<file path="src/logic/sp_ctl_pkg.sv">
`default_nettype none
package sp_ctl_pkg;
  // Register byte offsets on the bus
  localparam logic [7:0] SP_OFF_CTRL = 8'h98;
  localparam logic [7:0] SP_OFF_DATA = 8'h9c;
  localparam logic [7:0] SP_OFF_STAT = 8'ha0;
  localparam logic [7:0] SP_OFF_MASK = 8'ha4;
  localparam logic [7:0] SP_OFF_CFG = 8'ha8;
  // Serial control bit positions
  localparam int SP_CTL_MODE_HI = 7;
  localparam int SP_CTL_MODE_LO = 6;
  localparam int SP_CTL_FILT = 5;
  localparam int SP_CTL_REN = 4;
  localparam int SP_CTL_TB9 = 3;
  localparam int SP_CTL_RB9 = 2;
  localparam int SP_CTL_TXD = 1;
  localparam int SP_CTL_RXD = 0;
  // Configuration bit positions
  localparam int SP_CFG_FE_SEL = 0;
  localparam int SP_CFG_DOUBLE = 1;
  localparam int SP_CFG_M0_FAST = 2;
  // Event bit positions in status and mask
  localparam int SP_EV_TX = 0;
  localparam int SP_EV_RX = 1;
  localparam int SP_EV_FE = 2;
  // Reset values
  localparam logic [7:0] SP_CTRL_RST = 8'h00;
  localparam logic [2:0] SP_CFG_RST = 3'h0;
  localparam logic [2:0] SP_MASK_RST = 3'h0;
  localparam logic [2:0] SP_STAT_RST = 3'h0;
  // Divider limits: tick every limit+1 enables
  localparam logic [5:0] SP_M0_LIM_SLOW = 6'h05;
  localparam logic [5:0] SP_M0_LIM_FAST = 6'h01;
  localparam logic [5:0] SP_M2_LIM_SLOW = 6'h03;
  localparam logic [5:0] SP_M2_LIM_FAST = 6'h01;
  localparam logic [5:0] SP_VR_LIM_SLOW = 6'h01;
  localparam logic [5:0] SP_VR_LIM_FAST = 6'h00;
  // Oversampling phases and bit indices
  localparam logic [3:0] SP_PH_MID = 4'h7;
  localparam logic [3:0] SP_PH_LAST = 4'hf;
  localparam logic [3:0] SP_STOP_IDX_10 = 4'h9;
  localparam logic [3:0] SP_STOP_IDX_11 = 4'ha;
  localparam logic [3:0] SP_SYNC_LAST = 4'h7;
  // Operating modes, high select bit first
  typedef enum logic [1:0] {
    SP_M_SYNC = 2'b00,
    SP_M_ASYNC10 = 2'b01,
    SP_M_FIX11 = 2'b10,
    SP_M_VAR11 = 2'b11
  } sp_mode_e;
  // Shifter states
  typedef enum logic [1:0] {
    SP_SH_IDLE = 2'b00,
    SP_SH_ASYNC = 2'b01,
    SP_SH_SYNC = 2'b10
  } sp_sh_e;
  // Receiver states
  typedef enum logic [1:0] {
    SP_RX_IDLE = 2'b00,
    SP_RX_START = 2'b01,
    SP_RX_BITS = 2'b10
  } sp_rx_e;
  // One received asynchronous frame
  typedef struct packed {
    logic [7:0] data;
    logic ninth;
    logic stop;
  } sp_frame_s;
endpackage
`default_nettype wire

</file>
<file path="src/logic/sp_ctl.sv">
// Behaviour
// - Mode 00 shifts 8 bits at clk/4 or /12
// - Mode 10 sends 11-bit frames at clk/32 or /64
// - Mode 01 10-bit, mode 11 11-bit variable
// - Bit 7 is mode-high or sticky framing error
// - Filter bit ignored in synchronous mode
// - 10-bit filtered frame needs stop bit one
// - 11-bit filtered frame needs ninth bit one
// - Receive starts only while receive enable set
// - Ninth sent bit comes from tx_ninth_bit
// - rx_ninth_bit holds ninth or stop bit
// - Transmit done at 8th bit or stop start
// - Receive done at 8th bit or mid stop
//
// The implementer's own choice: the Wishbone interface to the registers.
`timescale 1ns/100ps
`default_nettype none
module sp_ctl
  import sp_ctl_pkg::*;
(
  input wire logic clk,
  input wire logic rst_b,
  input wire logic wb_cyc_i,
  input wire logic wb_stb_i,
  input wire logic wb_we_i,
  input wire logic [7:0] wb_adr_i,
  input wire logic [3:0] wb_sel_i,
  input wire logic [31:0] wb_dat_i,
  output logic [31:0] wb_dat_o,
  output logic wb_ack_o,
  input wire logic timer_ovf,
  input wire logic rxd_i,
  output logic rxd_o,
  output logic rxd_oe,
  output logic txd,
  output logic irq,
  output logic serial_event
);
  // Control register fields
  logic mode_hi;
  logic mode_lo;
  logic filt;
  logic ren;
  logic tb9;
  logic rb9;
  logic tx_done;
  logic rx_done;
  logic fe_flag;
  logic [2:0] cfg;
  logic [2:0] mask;
  logic [2:0] status;
  logic [7:0] rx_buf;
  sp_mode_e mode;
  // Bus decode
  logic bus_go;
  logic wr;
  logic rd;
  logic wr_ctrl;
  logic wr_data;
  logic [7:0] rd_val;
  // Rate and pin
  logic tick;
  logic div_en;
  logic [5:0] div_lim;
  logic rxd_s;
  logic rxd_q;
  // Shifter
  sp_sh_e sh_state;
  logic [10:0] sh_reg;
  logic [3:0] sh_cnt;
  logic [3:0] sh_ph;
  logic sh_rx;
  logic [3:0] stop_idx;
  logic sync_go;
  logic sync_done;
  logic tx_set;
  // Receiver
  sp_rx_e rx_state;
  logic [3:0] rx_ph;
  logic [3:0] rx_cnt;
  logic [9:0] rx_sh;
  logic [9:0] rx_new;
  logic rx_fin;
  logic accept;
  logic rx_set;
  logic fe_set;
  sp_frame_s frm;
  logic [2:0] ev;

  assign mode = sp_mode_e'({mode_hi, mode_lo});
  assign stop_idx = mode_hi ? SP_STOP_IDX_11 : SP_STOP_IDX_10;

  // Wishbone decode; request taken on the cycle before ack
  assign bus_go = wb_cyc_i & wb_stb_i & ~wb_ack_o;
  assign wr = bus_go & wb_we_i & wb_sel_i[0];
  assign rd = bus_go & ~wb_we_i;
  assign wr_ctrl = wr && (wb_adr_i == SP_OFF_CTRL);
  assign wr_data = wr && (wb_adr_i == SP_OFF_DATA);

  // Read mux; unmapped reads zero
  always_comb begin
    rd_val = 8'h00;
    unique case (wb_adr_i)
      SP_OFF_CTRL: rd_val = {cfg[SP_CFG_FE_SEL] ? fe_flag : mode_hi, mode_lo, filt, ren,
                             tb9, rb9, tx_done, rx_done};
      SP_OFF_DATA: rd_val = rx_buf;
      SP_OFF_STAT: rd_val = {5'h00, status};
      SP_OFF_MASK: rd_val = {5'h00, mask};
      SP_OFF_CFG: rd_val = {5'h00, cfg};
      default: rd_val = 8'h00;
    endcase
  end

  // Ack one cycle after the request, read data with it
  always_ff @(posedge clk or negedge rst_b) begin
    if (!rst_b) begin
      wb_ack_o <= 1'b0;
      wb_dat_o <= 32'h0000_0000;
    end else begin
      wb_ack_o <= bus_go;
      wb_dat_o <= rd ? {24'h00_0000, rd_val} : 32'h0000_0000;
    end
  end

  // Receive pin synchroniser and edge history
  sp_ctl_sync #(.RST_VAL(1'b1)) u_rxd_sync (
    .clk(clk),
    .rst_b(rst_b),
    .d(rxd_i),
    .q(rxd_s)
  );

  always_ff @(posedge clk or negedge rst_b) begin
    if (!rst_b) begin
      rxd_q <= 1'b1;
    end else begin
      rxd_q <= rxd_s;
    end
  end

  // Rate select: half-bit ticks in mode 0, 16x ticks otherwise
  always_comb begin
    div_en = 1'b1;
    unique case (mode)
      SP_M_SYNC: div_lim = cfg[SP_CFG_M0_FAST] ? SP_M0_LIM_FAST : SP_M0_LIM_SLOW;
      SP_M_FIX11: div_lim = cfg[SP_CFG_DOUBLE] ? SP_M2_LIM_FAST : SP_M2_LIM_SLOW;
      default: begin
        div_en = timer_ovf;
        div_lim = cfg[SP_CFG_DOUBLE] ? SP_VR_LIM_FAST : SP_VR_LIM_SLOW;
      end
    endcase
  end

  sp_ctl_div #(.W(6)) u_div (
    .clk(clk),
    .rst_b(rst_b),
    .en(div_en),
    .limit(div_lim),
    .tick(tick)
  );

  // Shifter events
  assign sync_go = (mode == SP_M_SYNC) && ren && !rx_done && !wr_data;
  assign sync_done = (sh_state == SP_SH_SYNC) && tick && sh_ph[0] && (sh_cnt == SP_SYNC_LAST);
  assign tx_set = ((sh_state == SP_SH_ASYNC) && tick && (sh_ph == SP_PH_LAST) &&
                   (sh_cnt == stop_idx - 4'h1)) || (sync_done && !sh_rx);

  // Transmit shifter, also runs the synchronous exchange
  always_ff @(posedge clk or negedge rst_b) begin
    if (!rst_b) begin
      sh_state <= SP_SH_IDLE;
      sh_reg <= 11'h7ff;
      sh_cnt <= 4'h0;
      sh_ph <= 4'h0;
      sh_rx <= 1'b0;
      txd <= 1'b1;
      rxd_o <= 1'b1;
      rxd_oe <= 1'b0;
    end else begin
      unique case (sh_state)
        SP_SH_IDLE: begin
          sh_cnt <= 4'h0;
          sh_ph <= 4'h0;
          txd <= 1'b1;
          if (wr_data && (mode == SP_M_SYNC)) begin
            // Drive first data bit at once
            sh_reg <= {3'h7, wb_dat_i[7:0]};
            sh_rx <= 1'b0;
            rxd_o <= wb_dat_i[0];
            rxd_oe <= 1'b1;
            sh_state <= SP_SH_SYNC;
          end else if (wr_data) begin
            // Start, data, ninth or stop, stop
            sh_reg <= {1'b1, mode_hi ? tb9 : 1'b1, wb_dat_i[7:0], 1'b0};
            sh_rx <= 1'b0;
            txd <= 1'b0;
            sh_state <= SP_SH_ASYNC;
          end else if (sync_go) begin
            sh_rx <= 1'b1;
            rxd_oe <= 1'b0;
            sh_state <= SP_SH_SYNC;
          end
        end
        SP_SH_ASYNC: begin
          if (tick) begin
            sh_ph <= sh_ph + 4'h1;
            if (sh_ph == SP_PH_LAST) begin
              if (sh_cnt == stop_idx) begin
                sh_state <= SP_SH_IDLE;
              end else begin
                // Next bit, line follows the shifter
                sh_cnt <= sh_cnt + 4'h1;
                sh_reg <= {1'b1, sh_reg[10:1]};
                txd <= sh_reg[1];
              end
            end
          end
        end
        SP_SH_SYNC: begin
          if (tick && !sh_ph[0]) begin
            // Clock low half, data set up
            sh_ph <= 4'h1;
            txd <= 1'b0;
            if (!sh_rx) begin
              rxd_o <= sh_reg[0];
            end
          end else if (tick) begin
            // Clock rises, sample or advance
            sh_ph <= 4'h0;
            txd <= 1'b1;
            sh_reg <= {sh_reg[10:8], sh_rx ? rxd_s : 1'b1, sh_reg[7:1]};
            sh_cnt <= sh_cnt + 4'h1;
            if (sh_cnt == SP_SYNC_LAST) begin
              rxd_oe <= 1'b0;
              rxd_o <= 1'b1;
              sh_state <= SP_SH_IDLE;
            end
          end
        end
        default: sh_state <= SP_SH_IDLE;
      endcase
    end
  end

  // Asynchronous frame fields as the last bit arrives
  assign rx_new = {rxd_s, rx_sh[9:1]};
  always_comb begin
    if (mode_hi) begin
      frm = '{data: rx_new[7:0], ninth: rx_new[8], stop: rx_new[9]};
    end else begin
      frm = '{data: rx_new[8:1], ninth: rx_new[9], stop: rx_new[9]};
    end
  end

  // Finish at the middle of the stop bit
  assign rx_fin = (rx_state == SP_RX_BITS) && tick && (rx_ph == SP_PH_LAST) &&
                  (rx_cnt == stop_idx - 4'h1);
  // Multiprocessor filter
  assign accept = !filt || (mode_hi ? frm.ninth : frm.stop);
  // Synchronous receive ignores the filter
  assign rx_set = (rx_fin && accept) || (sync_done && sh_rx);
  assign fe_set = rx_fin && !frm.stop;

  // Asynchronous receiver, 16x oversampled
  always_ff @(posedge clk or negedge rst_b) begin
    if (!rst_b) begin
      rx_state <= SP_RX_IDLE;
      rx_ph <= 4'h0;
      rx_cnt <= 4'h0;
      rx_sh <= 10'h3ff;
    end else begin
      unique case (rx_state)
        SP_RX_IDLE: begin
          rx_ph <= 4'h0;
          rx_cnt <= 4'h0;
          if ((mode != SP_M_SYNC) && ren && rxd_q && !rxd_s) begin
            rx_state <= SP_RX_START;
          end
        end
        SP_RX_START: begin
          if (tick) begin
            rx_ph <= rx_ph + 4'h1;
            if (rx_ph == SP_PH_MID) begin
              // False start if line is high again
              rx_state <= rxd_s ? SP_RX_IDLE : SP_RX_BITS;
              rx_ph <= 4'h0;
            end
          end
        end
        SP_RX_BITS: begin
          if (tick) begin
            rx_ph <= rx_ph + 4'h1;
            if (rx_ph == SP_PH_LAST) begin
              rx_sh <= rx_new;
              rx_cnt <= rx_cnt + 4'h1;
              if (rx_fin) begin
                rx_state <= SP_RX_IDLE;
              end
            end
          end
        end
        default: rx_state <= SP_RX_IDLE;
      endcase
    end
  end

  // Receive buffer and received ninth bit
  always_ff @(posedge clk or negedge rst_b) begin
    if (!rst_b) begin
      rx_buf <= 8'h00;
      rb9 <= SP_CTRL_RST[SP_CTL_RB9];
    end else if (rx_set && (mode == SP_M_SYNC)) begin
      rx_buf <= {rxd_s, sh_reg[7:1]};
    end else if (rx_set) begin
      rx_buf <= frm.data;
      rb9 <= mode_hi ? frm.ninth : frm.stop;
    end else if (wr_ctrl) begin
      rb9 <= wb_dat_i[SP_CTL_RB9];
    end
  end

  // Software fields of the serial control register
  always_ff @(posedge clk or negedge rst_b) begin
    if (!rst_b) begin
      mode_hi <= SP_CTRL_RST[SP_CTL_MODE_HI];
      mode_lo <= SP_CTRL_RST[SP_CTL_MODE_LO];
      filt <= SP_CTRL_RST[SP_CTL_FILT];
      ren <= SP_CTRL_RST[SP_CTL_REN];
      tb9 <= SP_CTRL_RST[SP_CTL_TB9];
      cfg <= SP_CFG_RST;
      mask <= SP_MASK_RST;
    end else if (wr) begin
      if (wb_adr_i == SP_OFF_CTRL) begin
        // Bit 7 goes to the mode only when not the error flag
        if (!cfg[SP_CFG_FE_SEL]) begin
          mode_hi <= wb_dat_i[SP_CTL_MODE_HI];
        end
        mode_lo <= wb_dat_i[SP_CTL_MODE_LO];
        filt <= wb_dat_i[SP_CTL_FILT];
        ren <= wb_dat_i[SP_CTL_REN];
        tb9 <= wb_dat_i[SP_CTL_TB9];
      end
      if (wb_adr_i == SP_OFF_CFG) begin
        cfg <= wb_dat_i[2:0];
      end
      if (wb_adr_i == SP_OFF_MASK) begin
        mask <= wb_dat_i[2:0];
      end
    end
  end

  // Done and error flags: hardware set wins over software write
  always_ff @(posedge clk or negedge rst_b) begin
    if (!rst_b) begin
      tx_done <= SP_CTRL_RST[SP_CTL_TXD];
      rx_done <= SP_CTRL_RST[SP_CTL_RXD];
      fe_flag <= 1'b0;
    end else begin
      tx_done <= tx_set | (wr_ctrl ? wb_dat_i[SP_CTL_TXD] : tx_done);
      rx_done <= rx_set | (wr_ctrl ? wb_dat_i[SP_CTL_RXD] : rx_done);
      fe_flag <= fe_set | ((wr_ctrl && cfg[SP_CFG_FE_SEL]) ?
                           wb_dat_i[SP_CTL_MODE_HI] : fe_flag);
    end
  end

  // Sticky interrupt status, cleared by reading it
  always_comb begin
    ev = 3'h0;
    ev[SP_EV_TX] = tx_set;
    ev[SP_EV_RX] = rx_set;
    ev[SP_EV_FE] = fe_set;
  end

  always_ff @(posedge clk or negedge rst_b) begin
    if (!rst_b) begin
      status <= SP_STAT_RST;
      irq <= 1'b0;
      serial_event <= 1'b0;
    end else begin
      status <= ev | ((rd && (wb_adr_i == SP_OFF_STAT)) ? 3'h0 : status);
      irq <= |(status & mask);
      serial_event <= tx_done | rx_done;
    end
  end
endmodule
`default_nettype wire

</file>
<file path="src/logic/sp_ctl_div.sv">
`timescale 1ns/100ps
`default_nettype none
module sp_ctl_div #(
  parameter int W = 6
) (
  input wire logic clk,
  input wire logic rst_b,
  input wire logic en,
  input wire logic [W-1:0] limit,
  output logic tick
);
  // Enable counter
  logic [W-1:0] cnt;

  // One-cycle tick every limit+1 enables
  always_ff @(posedge clk or negedge rst_b) begin
    if (!rst_b) begin
      cnt <= '0;
      tick <= 1'b0;
    end else if (en && (cnt >= limit)) begin
      cnt <= '0;
      tick <= 1'b1;
    end else if (en) begin
      cnt <= cnt + W'(1);
      tick <= 1'b0;
    end else begin
      tick <= 1'b0;
    end
  end
endmodule
`default_nettype wire

</file>
<file path="src/logic/sp_ctl_sync.sv">
`timescale 1ns/100ps
`default_nettype none
module sp_ctl_sync #(
  parameter logic RST_VAL = 1'b1
) (
  input wire logic clk,
  input wire logic rst_b,
  input wire logic d,
  output logic q
);
  // Three-stage chain; first stage feeds only the second
  logic s1;
  logic s2;
  logic s3;

  // Shift pin into the clock domain
  always_ff @(posedge clk or negedge rst_b) begin
    if (!rst_b) begin
      s1 <= RST_VAL;
      s2 <= RST_VAL;
      s3 <= RST_VAL;
    end else begin
      s1 <= d;
      s2 <= s1;
      s3 <= s2;
    end
  end

  // Accept a change once the last two stages agree
  always_ff @(posedge clk or negedge rst_b) begin
    if (!rst_b) begin
      q <= RST_VAL;
    end else if (s2 == s3) begin
      q <= s3;
    end
  end
endmodule
`default_nettype wire

</file>
<file path="config.mk">
export PLATFORM = sky130hd
export DESIGN_NAME = sp_ctl
export DESIGN_NICKNAME = d
export VERILOG_FILES = /design/src/logic/sp_ctl_pkg.sv /design/src/logic/sp_ctl.sv /design/src/logic/sp_ctl_div.sv /design/src/logic/sp_ctl_sync.sv
export SDC_FILE = /design/constraint.sdc
export NUM_CORES = 1
export LEC_CHECK = 0
export ABC_AREA = 0
export BUFFER_PORTS_ARGS = -buffer_cell sky130_fd_sc_hd__buf_2
export CELL_PAD_IN_SITES_DETAIL_PLACEMENT = 0
export CELL_PAD_IN_SITES_GLOBAL_PLACEMENT = 1
export CORE_AREA = 4 4 151 153
export CTS_CLUSTER_SIZE = 25
export DETAILED_ROUTE_END_ITERATION = 16
export DIE_AREA = 0 0 155 157
export GPL_TIMING_DRIVEN = 0
export PLACE_DENSITY_LB_ADDON = 0.1
export SLEW_MARGIN = 20
export SYNTH_ARGS = -nofsm -noshare
export SYNTH_HDL_FRONTEND = slang
export SYNTH_HIERARCHICAL = 1
export SYNTH_SLANG_ARGS = --single-unit
</file>
<file path="constraint.sdc">
create_clock -name clk -period 4.7 [get_ports clk]
set_input_delay 0.94 -clock clk [delete_from_list [all_inputs] [get_ports clk]]
set_output_delay 0.94 -clock clk [all_outputs]
set_load 0.02 [all_outputs]
</file>
* Word-level counts from Yosys, hierarchy flattened *
Cells that the tools add are included.

cells by class
  bitwise logic cells = 16
  $add $sub $neg = 6
  reductions and logical operators = 70
  multiplexer cells = 91
  equal/unequal tests = 39
  order comparisons = 1

operators with widths
  operator               count
  $mux W11               5
  $mux W4                13
  $eq A8 B8 Y1 const B   5
  $mux W8                5
  $pmux W8 S5            1
  $mux W2                18
  $pmux W4 S3            3
  $mux W1                33
  $pmux W11 S3           1
  $logic_and A1 B1 Y1    27
  $reduce_and A6 Y1      4
  $add A4 B1 Y4 const B  4
  $ne A2 B1 Y1 const B   8
  $reduce_and A3 Y1      5
  $reduce_and A7 Y1      2
  $reduce_bool A2 Y1     7
  $eq A4 B4 Y1           3
  $mux W6                2
  $ne A2 B2 Y1 const B   6
  $ne A3 B3 Y1 const B   4
  $pmux W2 S3            2
  $mux W10               1
  $reduce_and A2 Y1      5
  $reduce_and A5 Y1      2
  other kinds (26)       57

word-level totals
  output and inout bits = 38
  flip-flop bits (word level) = 94
  input port bits = 51
  word-level logic and storage cells = 260

* Logic depth before layout (Yosys ltp) *
  depth after elaboration = 11
  mapped depth = 10
  gate-level depth less buffers = 7

* Hierarchy *
Netlist, hierarchy kept.

modules (own cells, without submodules)
  module       times used  cells an instance  area an instance (um^2)  sequential area each (um^2)
  sp_ctl       1           475                4,673.2                  2,080.7
  sp_ctl_div   1           52                 538.0                    175.2
  sp_ctl_sync  1           5                  116.4                    105.1

* Least setup slack after synthesis *
Ideal clock, no wire load.

  kind = in2reg
  from = in wb_adr_i[1]
  to = reg sh_reg[1]
  stages = 5
  library setup time = 82 ps
  slack = 1,980 ps
  data required time = 4,618 ps
  path buffers = 0
  arrival time = 2,637 ps
  path through = or4b_4 > nor4_4 > nand2_2 > a221o_1 > mux2_2

on the way
  word-level cells in the longest chain between the ends = 5
  elaborated cells between the ends (all ways) = 7
  those cells by class = 2 x eq/ne; 2 x mux; 3 x reduce/logical

RTL lines
  what                                                                RTL line       RTL
  from (decl)                                                         sp_ctl.sv:26   input wire logic [7:0] wb_adr_i,
  $eq A8 B8 Y1 *                                                      sp_ctl.sv:98   assign wr_data = wr && (wb_adr_i == SP_OFF_DATA);
  $logic_and A1 B1 Y1 *                                               sp_ctl.sv:98
  $logic_and A1 B1 Y1                                                 sp_ctl.sv:185  if (wr_data && (mode == SP_M_SYNC)) begin
  $ne A3 B3 Y1 (no source line) or $mux W11 (tied branches)           --
  $reduce_and A7 Y1 (no source line) or $pmux W11 S3 (tied branches)  --
  to (signal assigned)                                                sp_ctl.sv:187  sh_reg <= {3'h7, wb_dat_i[7:0]};
  to (signal assigned)                                                sp_ctl.sv:194  sh_reg <= {1'b1, mode_hi ? tb9 : 1'b1, wb_dat_i[7:0], 1'b0};
  to (signal assigned)                                                sp_ctl.sv:213  sh_reg <= {1'b1, sh_reg[10:1]};
  to (decl)                                                           sp_ctl.sv:69   logic [10:0] sh_reg;

Mark *: on every way between the ends. The rest lies on a longest branch, timed or not.
A chain may end at the register's enable or synchronous reset.

* Worst setup path after layout *
  from = reg mode_hi
  to = reg rx_buf[7]

on the way
  word-level cells in the longest chain between the ends = 8
  elaborated cells between the ends (all ways) = 14
  those cells by class = 1 x add/sub; 1 x eq/ne; 5 x mux; 7 x reduce/logical

RTL lines
  what                                           RTL line       RTL
  from (decl)                                    sp_ctl.sv:40   logic mode_hi;
  from (signal assigned)                         sp_ctl.sv:325  mode_hi <= SP_CTRL_RST[SP_CTL_MODE_HI];
  from (signal assigned)                         sp_ctl.sv:336  mode_hi <= wb_dat_i[SP_CTL_MODE_HI];
  $mux W2                                        sp_ctl.sv:91   assign stop_idx = mode_hi ? SP_STOP_IDX_11 : SP_STOP_IDX_10;
  $sub A4 B1 Y4                                  sp_ctl.sv:257  (rx_cnt == stop_idx - 4'h1);
  $eq A4 B4 Y1                                   sp_ctl.sv:257
  $logic_and A1 B1 Y1                            sp_ctl.sv:256  assign rx_fin = (rx_state == SP_RX_BITS) && tick && (rx_ph == SP_PH_LAST) &&
  $logic_and A1 B1 Y1                            sp_ctl.sv:261  assign rx_set = (rx_fin && accept) || (sync_done && sh_rx);
  $logic_or A1 B1 Y1                             sp_ctl.sv:261
  $logic_and A1 B1 Y1                            sp_ctl.sv:312  end else if (rx_set && (mode == SP_M_SYNC)) begin
  $mux W8 or $reduce_bool A2 Y1 (tied branches)  --
  to (signal assigned)                           sp_ctl.sv:313  rx_buf <= {rxd_s, sh_reg[7:1]};
  to (signal assigned)                           sp_ctl.sv:315  rx_buf <= frm.data;
  to (decl)                                      sp_ctl.sv:52   logic [7:0] rx_buf;

Several ways; a longest one is shown, not always the timed one. The select of a mux whose other input is x is not followed.

==> flow_summary.toml <==
[setup_path]
endpoint_kind = "flip-flop"
crit_slowest_cell = "nor4b_1"
required_ps = 4910
critPathArrivalTime_ps = 3040
path_class = "flip-flop to flip-flop"
start_kind = "flip-flop"
cpMostUsedCell = "clkbuf_1"
crit_chain = "buf_2, xor2_1, nor4b_1, a32oi_1, clkbuf_1, clkbuf_1, nand2_1, o21ai_0"
crit_path_max_incr_delay_ps = 760
worst-path-max-fanout = 10

[sta]
max_freq_mhz = 353
period_share = 0.602
slew_headroom = 0.391
period_minus_slack_ps = 2830
fin_tns_setup_ps = 0
setup_violations = 0
slew_viol_final = 0
holdWs_ps = 358
hold_viol = 0
rsz0062_at_grt = "no"
worstMarginPinSlew_ps = 901
fin_skew_ps = 9.31

[clock_network]
cts_resized = 0
htreeDepth = 3
cts_tree = "built"
clkLatencyLatePin_ps = 350
cts.sinks = 93
clk_pin_slew_ps = 70
post_cts_buffers = 0
ctsLongestPathBuffers = 2
cts_buffers = 9
clock_tree.root_cell = "clkbuf_16"
postCtsHoldBufs = 0

[placement]
placed_area_sq_um = 5980
port_buffers = 35
placed_cells = 874
routabilityCongestion = 0.753
post-dp-hpwl_um = 10700

[cells_and_area]
nNetsFinal = 675
largest_reg_flops = 11
area_growth_syn_to_layout_pct = 17.5
design_area_sq_um = 6260
n_fill_cell = 2295
antenna_cells = 0
drive_gt1_frac = 0.262
final_cells = 890

[logic_synthesis]
synth_edf_count = 0
yosysWarnings = 6
yosys_register_bits = 93
syn-instance-count = 532
synth.area.top_cells = "dfrtp_1 (31%), dfstp_2 (13%), mux2_2 (7.0%)"
synth.top_cell.area_share = 0.310
synth_top_flop_cell = "dfrtp_1"
synth_top_area_cell = "dfrtp_1"
avgSynthCellArea_sq_um = 10.0
syn-cell-area_sq_um = 5330
yosys.cell_types.count = 75
postSynth.asyncResetShare = 1.00
ys_seq_area_frac = 0.443

[pwr]
p_per_area_nw_per_um2 = 409
p_clk_frac = 0.276
power_leakage_nw = 2.79
power.ir.vdd_worst_mv = 0.180
swShare = 0.355
power_mw = 2.56
intPower_mw = 1.65
seqPwrFrac = 0.408
power.net_switching_mw = 0.908
p_comb_frac = 0.316

[route]
dr_total_vias = 4063
drt-total-wl_um = 14300
dr.pass1.iters = 4
drc = 0
routed_via_density = 4.57
wl_per_cell_um = 16.1
ant_nets = 0
first_iter_violations = 146

[floorplanning]
die_x_um = 155
die_area_sq_um = 24300
start_util = 0.247
ios = 89
row_count = 54
coreArea_sq_um = 21600
die_h_um = 157

[global_routing]
grt_pass1_wl_um = 23200
grt_usage = 0.122
grt_pass1_vias = 4122
antenna_found_initial = 0
grt.overflow.total = 0
grt_max_degree = 63

[status]
status = "complete, no violations"

[job]
timing.max_cap.violations = 0

[worst_hold_path]
hold_class = "flip-flop to flip-flop"
==> cell usage after synthesis (3+ instances only) <==
| cell type | count |
|---|---|
| nor2_1 | 35 |
| xor2_1 | 5 |
| inv_1 | 19 |
| nand3b_1 | 3 |
| a21o_1 | 4 |
| o31ai_1 | 5 |
| mux2_2 | 33 |
| a32o_1 | 3 |
| mux2i_1 | 16 |
| nor3b_1 | 7 |
| a22oi_1 | 8 |
| nand4b_1 | 3 |
| o21ai_0 | 34 |
| nor2b_1 | 19 |
| nor3_1 | 8 |
| dfstp_2 | 27 |
| or2_2 | 3 |
| ha_1 | 19 |
| buf_4 | 24 |
| nand2b_1 | 9 |
| clkbuf_1 | 16 |
| a21oi_1 | 23 |
| nand3_1 | 15 |
| nand4_1 | 6 |
| o211ai_1 | 4 |
| dfrtp_1 | 66 |
| a21boi_0 | 3 |
| a221o_1 | 6 |
| nand2_1 | 53 |
| a211o_1 | 3 |
==> stage by stage <==
| stage | utilization | setup slack [ps] |
|---|---|---|
| 2_1_floorplan | - | 1980 |
| 3_3_place_gp | 0.276 | 1540 |
| 3_5_place_dp | 0.278 | 1560 |
| 4_1_cts | 0.291 | 1750 |
| 5_1_grt | 0.291 | 1570 |
| 6_report | 0.291 | 1870 |
==> final cells by class <==
cell class / count / area [sq um] / area share
Clock buffer: 10 / 239 / 0.0382
Clock inverter: 6 / 38.8 / 0.00619
Sequential cell: 93 / 2360 / 0.377
Inverter: 19 / 71.3 / 0.0114
Buffer: 45 / 269 / 0.0430
Tap cell: 280 / 350 / 0.0559
Multi-Input combinational cell: 401 / 2720 / 0.435
Timing Repair Buffer: 36 / 209 / 0.0334
==> per-layer routing <==
layer	wire, um	track usage	vias up
li1	-	-	1998
met1	6990	0.168	1981
met2	6670	0.195	71
met3	457	0.0209	13
met4	199	0.0429	0
met5	0	0	-
==> power by group through the flow <==
stage	sequential [mW]	clock, mW	combinational, mW
global route	1.07	0.773	0.912
CTS	1.05	0.740	0.821
detailed placement	1.06	0	0.816
finish	1.05	0.707	0.808
global placement	1.06	0	0.809
floorplan	1.04	0	0.603
==> path summary, 6_finish.rpt <==
kind                               start            end  slack, ps  depth (start not counted)
max                              mode_hi      rx_buf[7]       1870                          8
min                        u_rxd_sync/s1  u_rxd_sync/s2        360                          0
max reg2reg                      mode_hi      rx_buf[7]       1870                          8
min reg2reg                u_rxd_sync/s1  u_rxd_sync/s2        360                          0
max in group asynchronous          rst_b   u_rxd_sync/q       3550                          2
min in group asynchronous          rst_b            irq        470                          1
==> layout by cell type, fill, tap and decap left out, types with 9 or more instances in the layout <==
cell,netlist,layout
a21oi_1,23,23
buf_2,2,36
buf_4,24,24
clkbuf_1,16,16
clkbuf_16,0,9
conb_1,1,27
dfrtp_1,66,66
dfstp_2,27,27
ha_1,19,19
inv_1,19,19
mux2_2,33,33
mux2i_1,16,16
nand2_1,53,53
nand2b_1,9,9
nand3_1,15,15
nor2_1,35,35
nor2b_1,19,19
o21ai_0,34,34
==> cell families after synthesis <==
family / share of synthesized area
fa+ha+maj: 0.0467
buf+inv: 0.0639
simple gates: 0.188
compound gates: 0.148
other cells: 0.000704
flops: 0.443
mux: 0.0998
xor+xnor: 0.00986
==> critical path, delay by kind of cell (launching register included) <==
kind	cells	cell delay (ps)
and+or+nand+nor	2	900
buffers and inverters	3	830
DFF	1	400
AOI/OAI and AO/OA	2	370
xor gates and xnor gates	1	200
(Power assumes the default switching activity.)
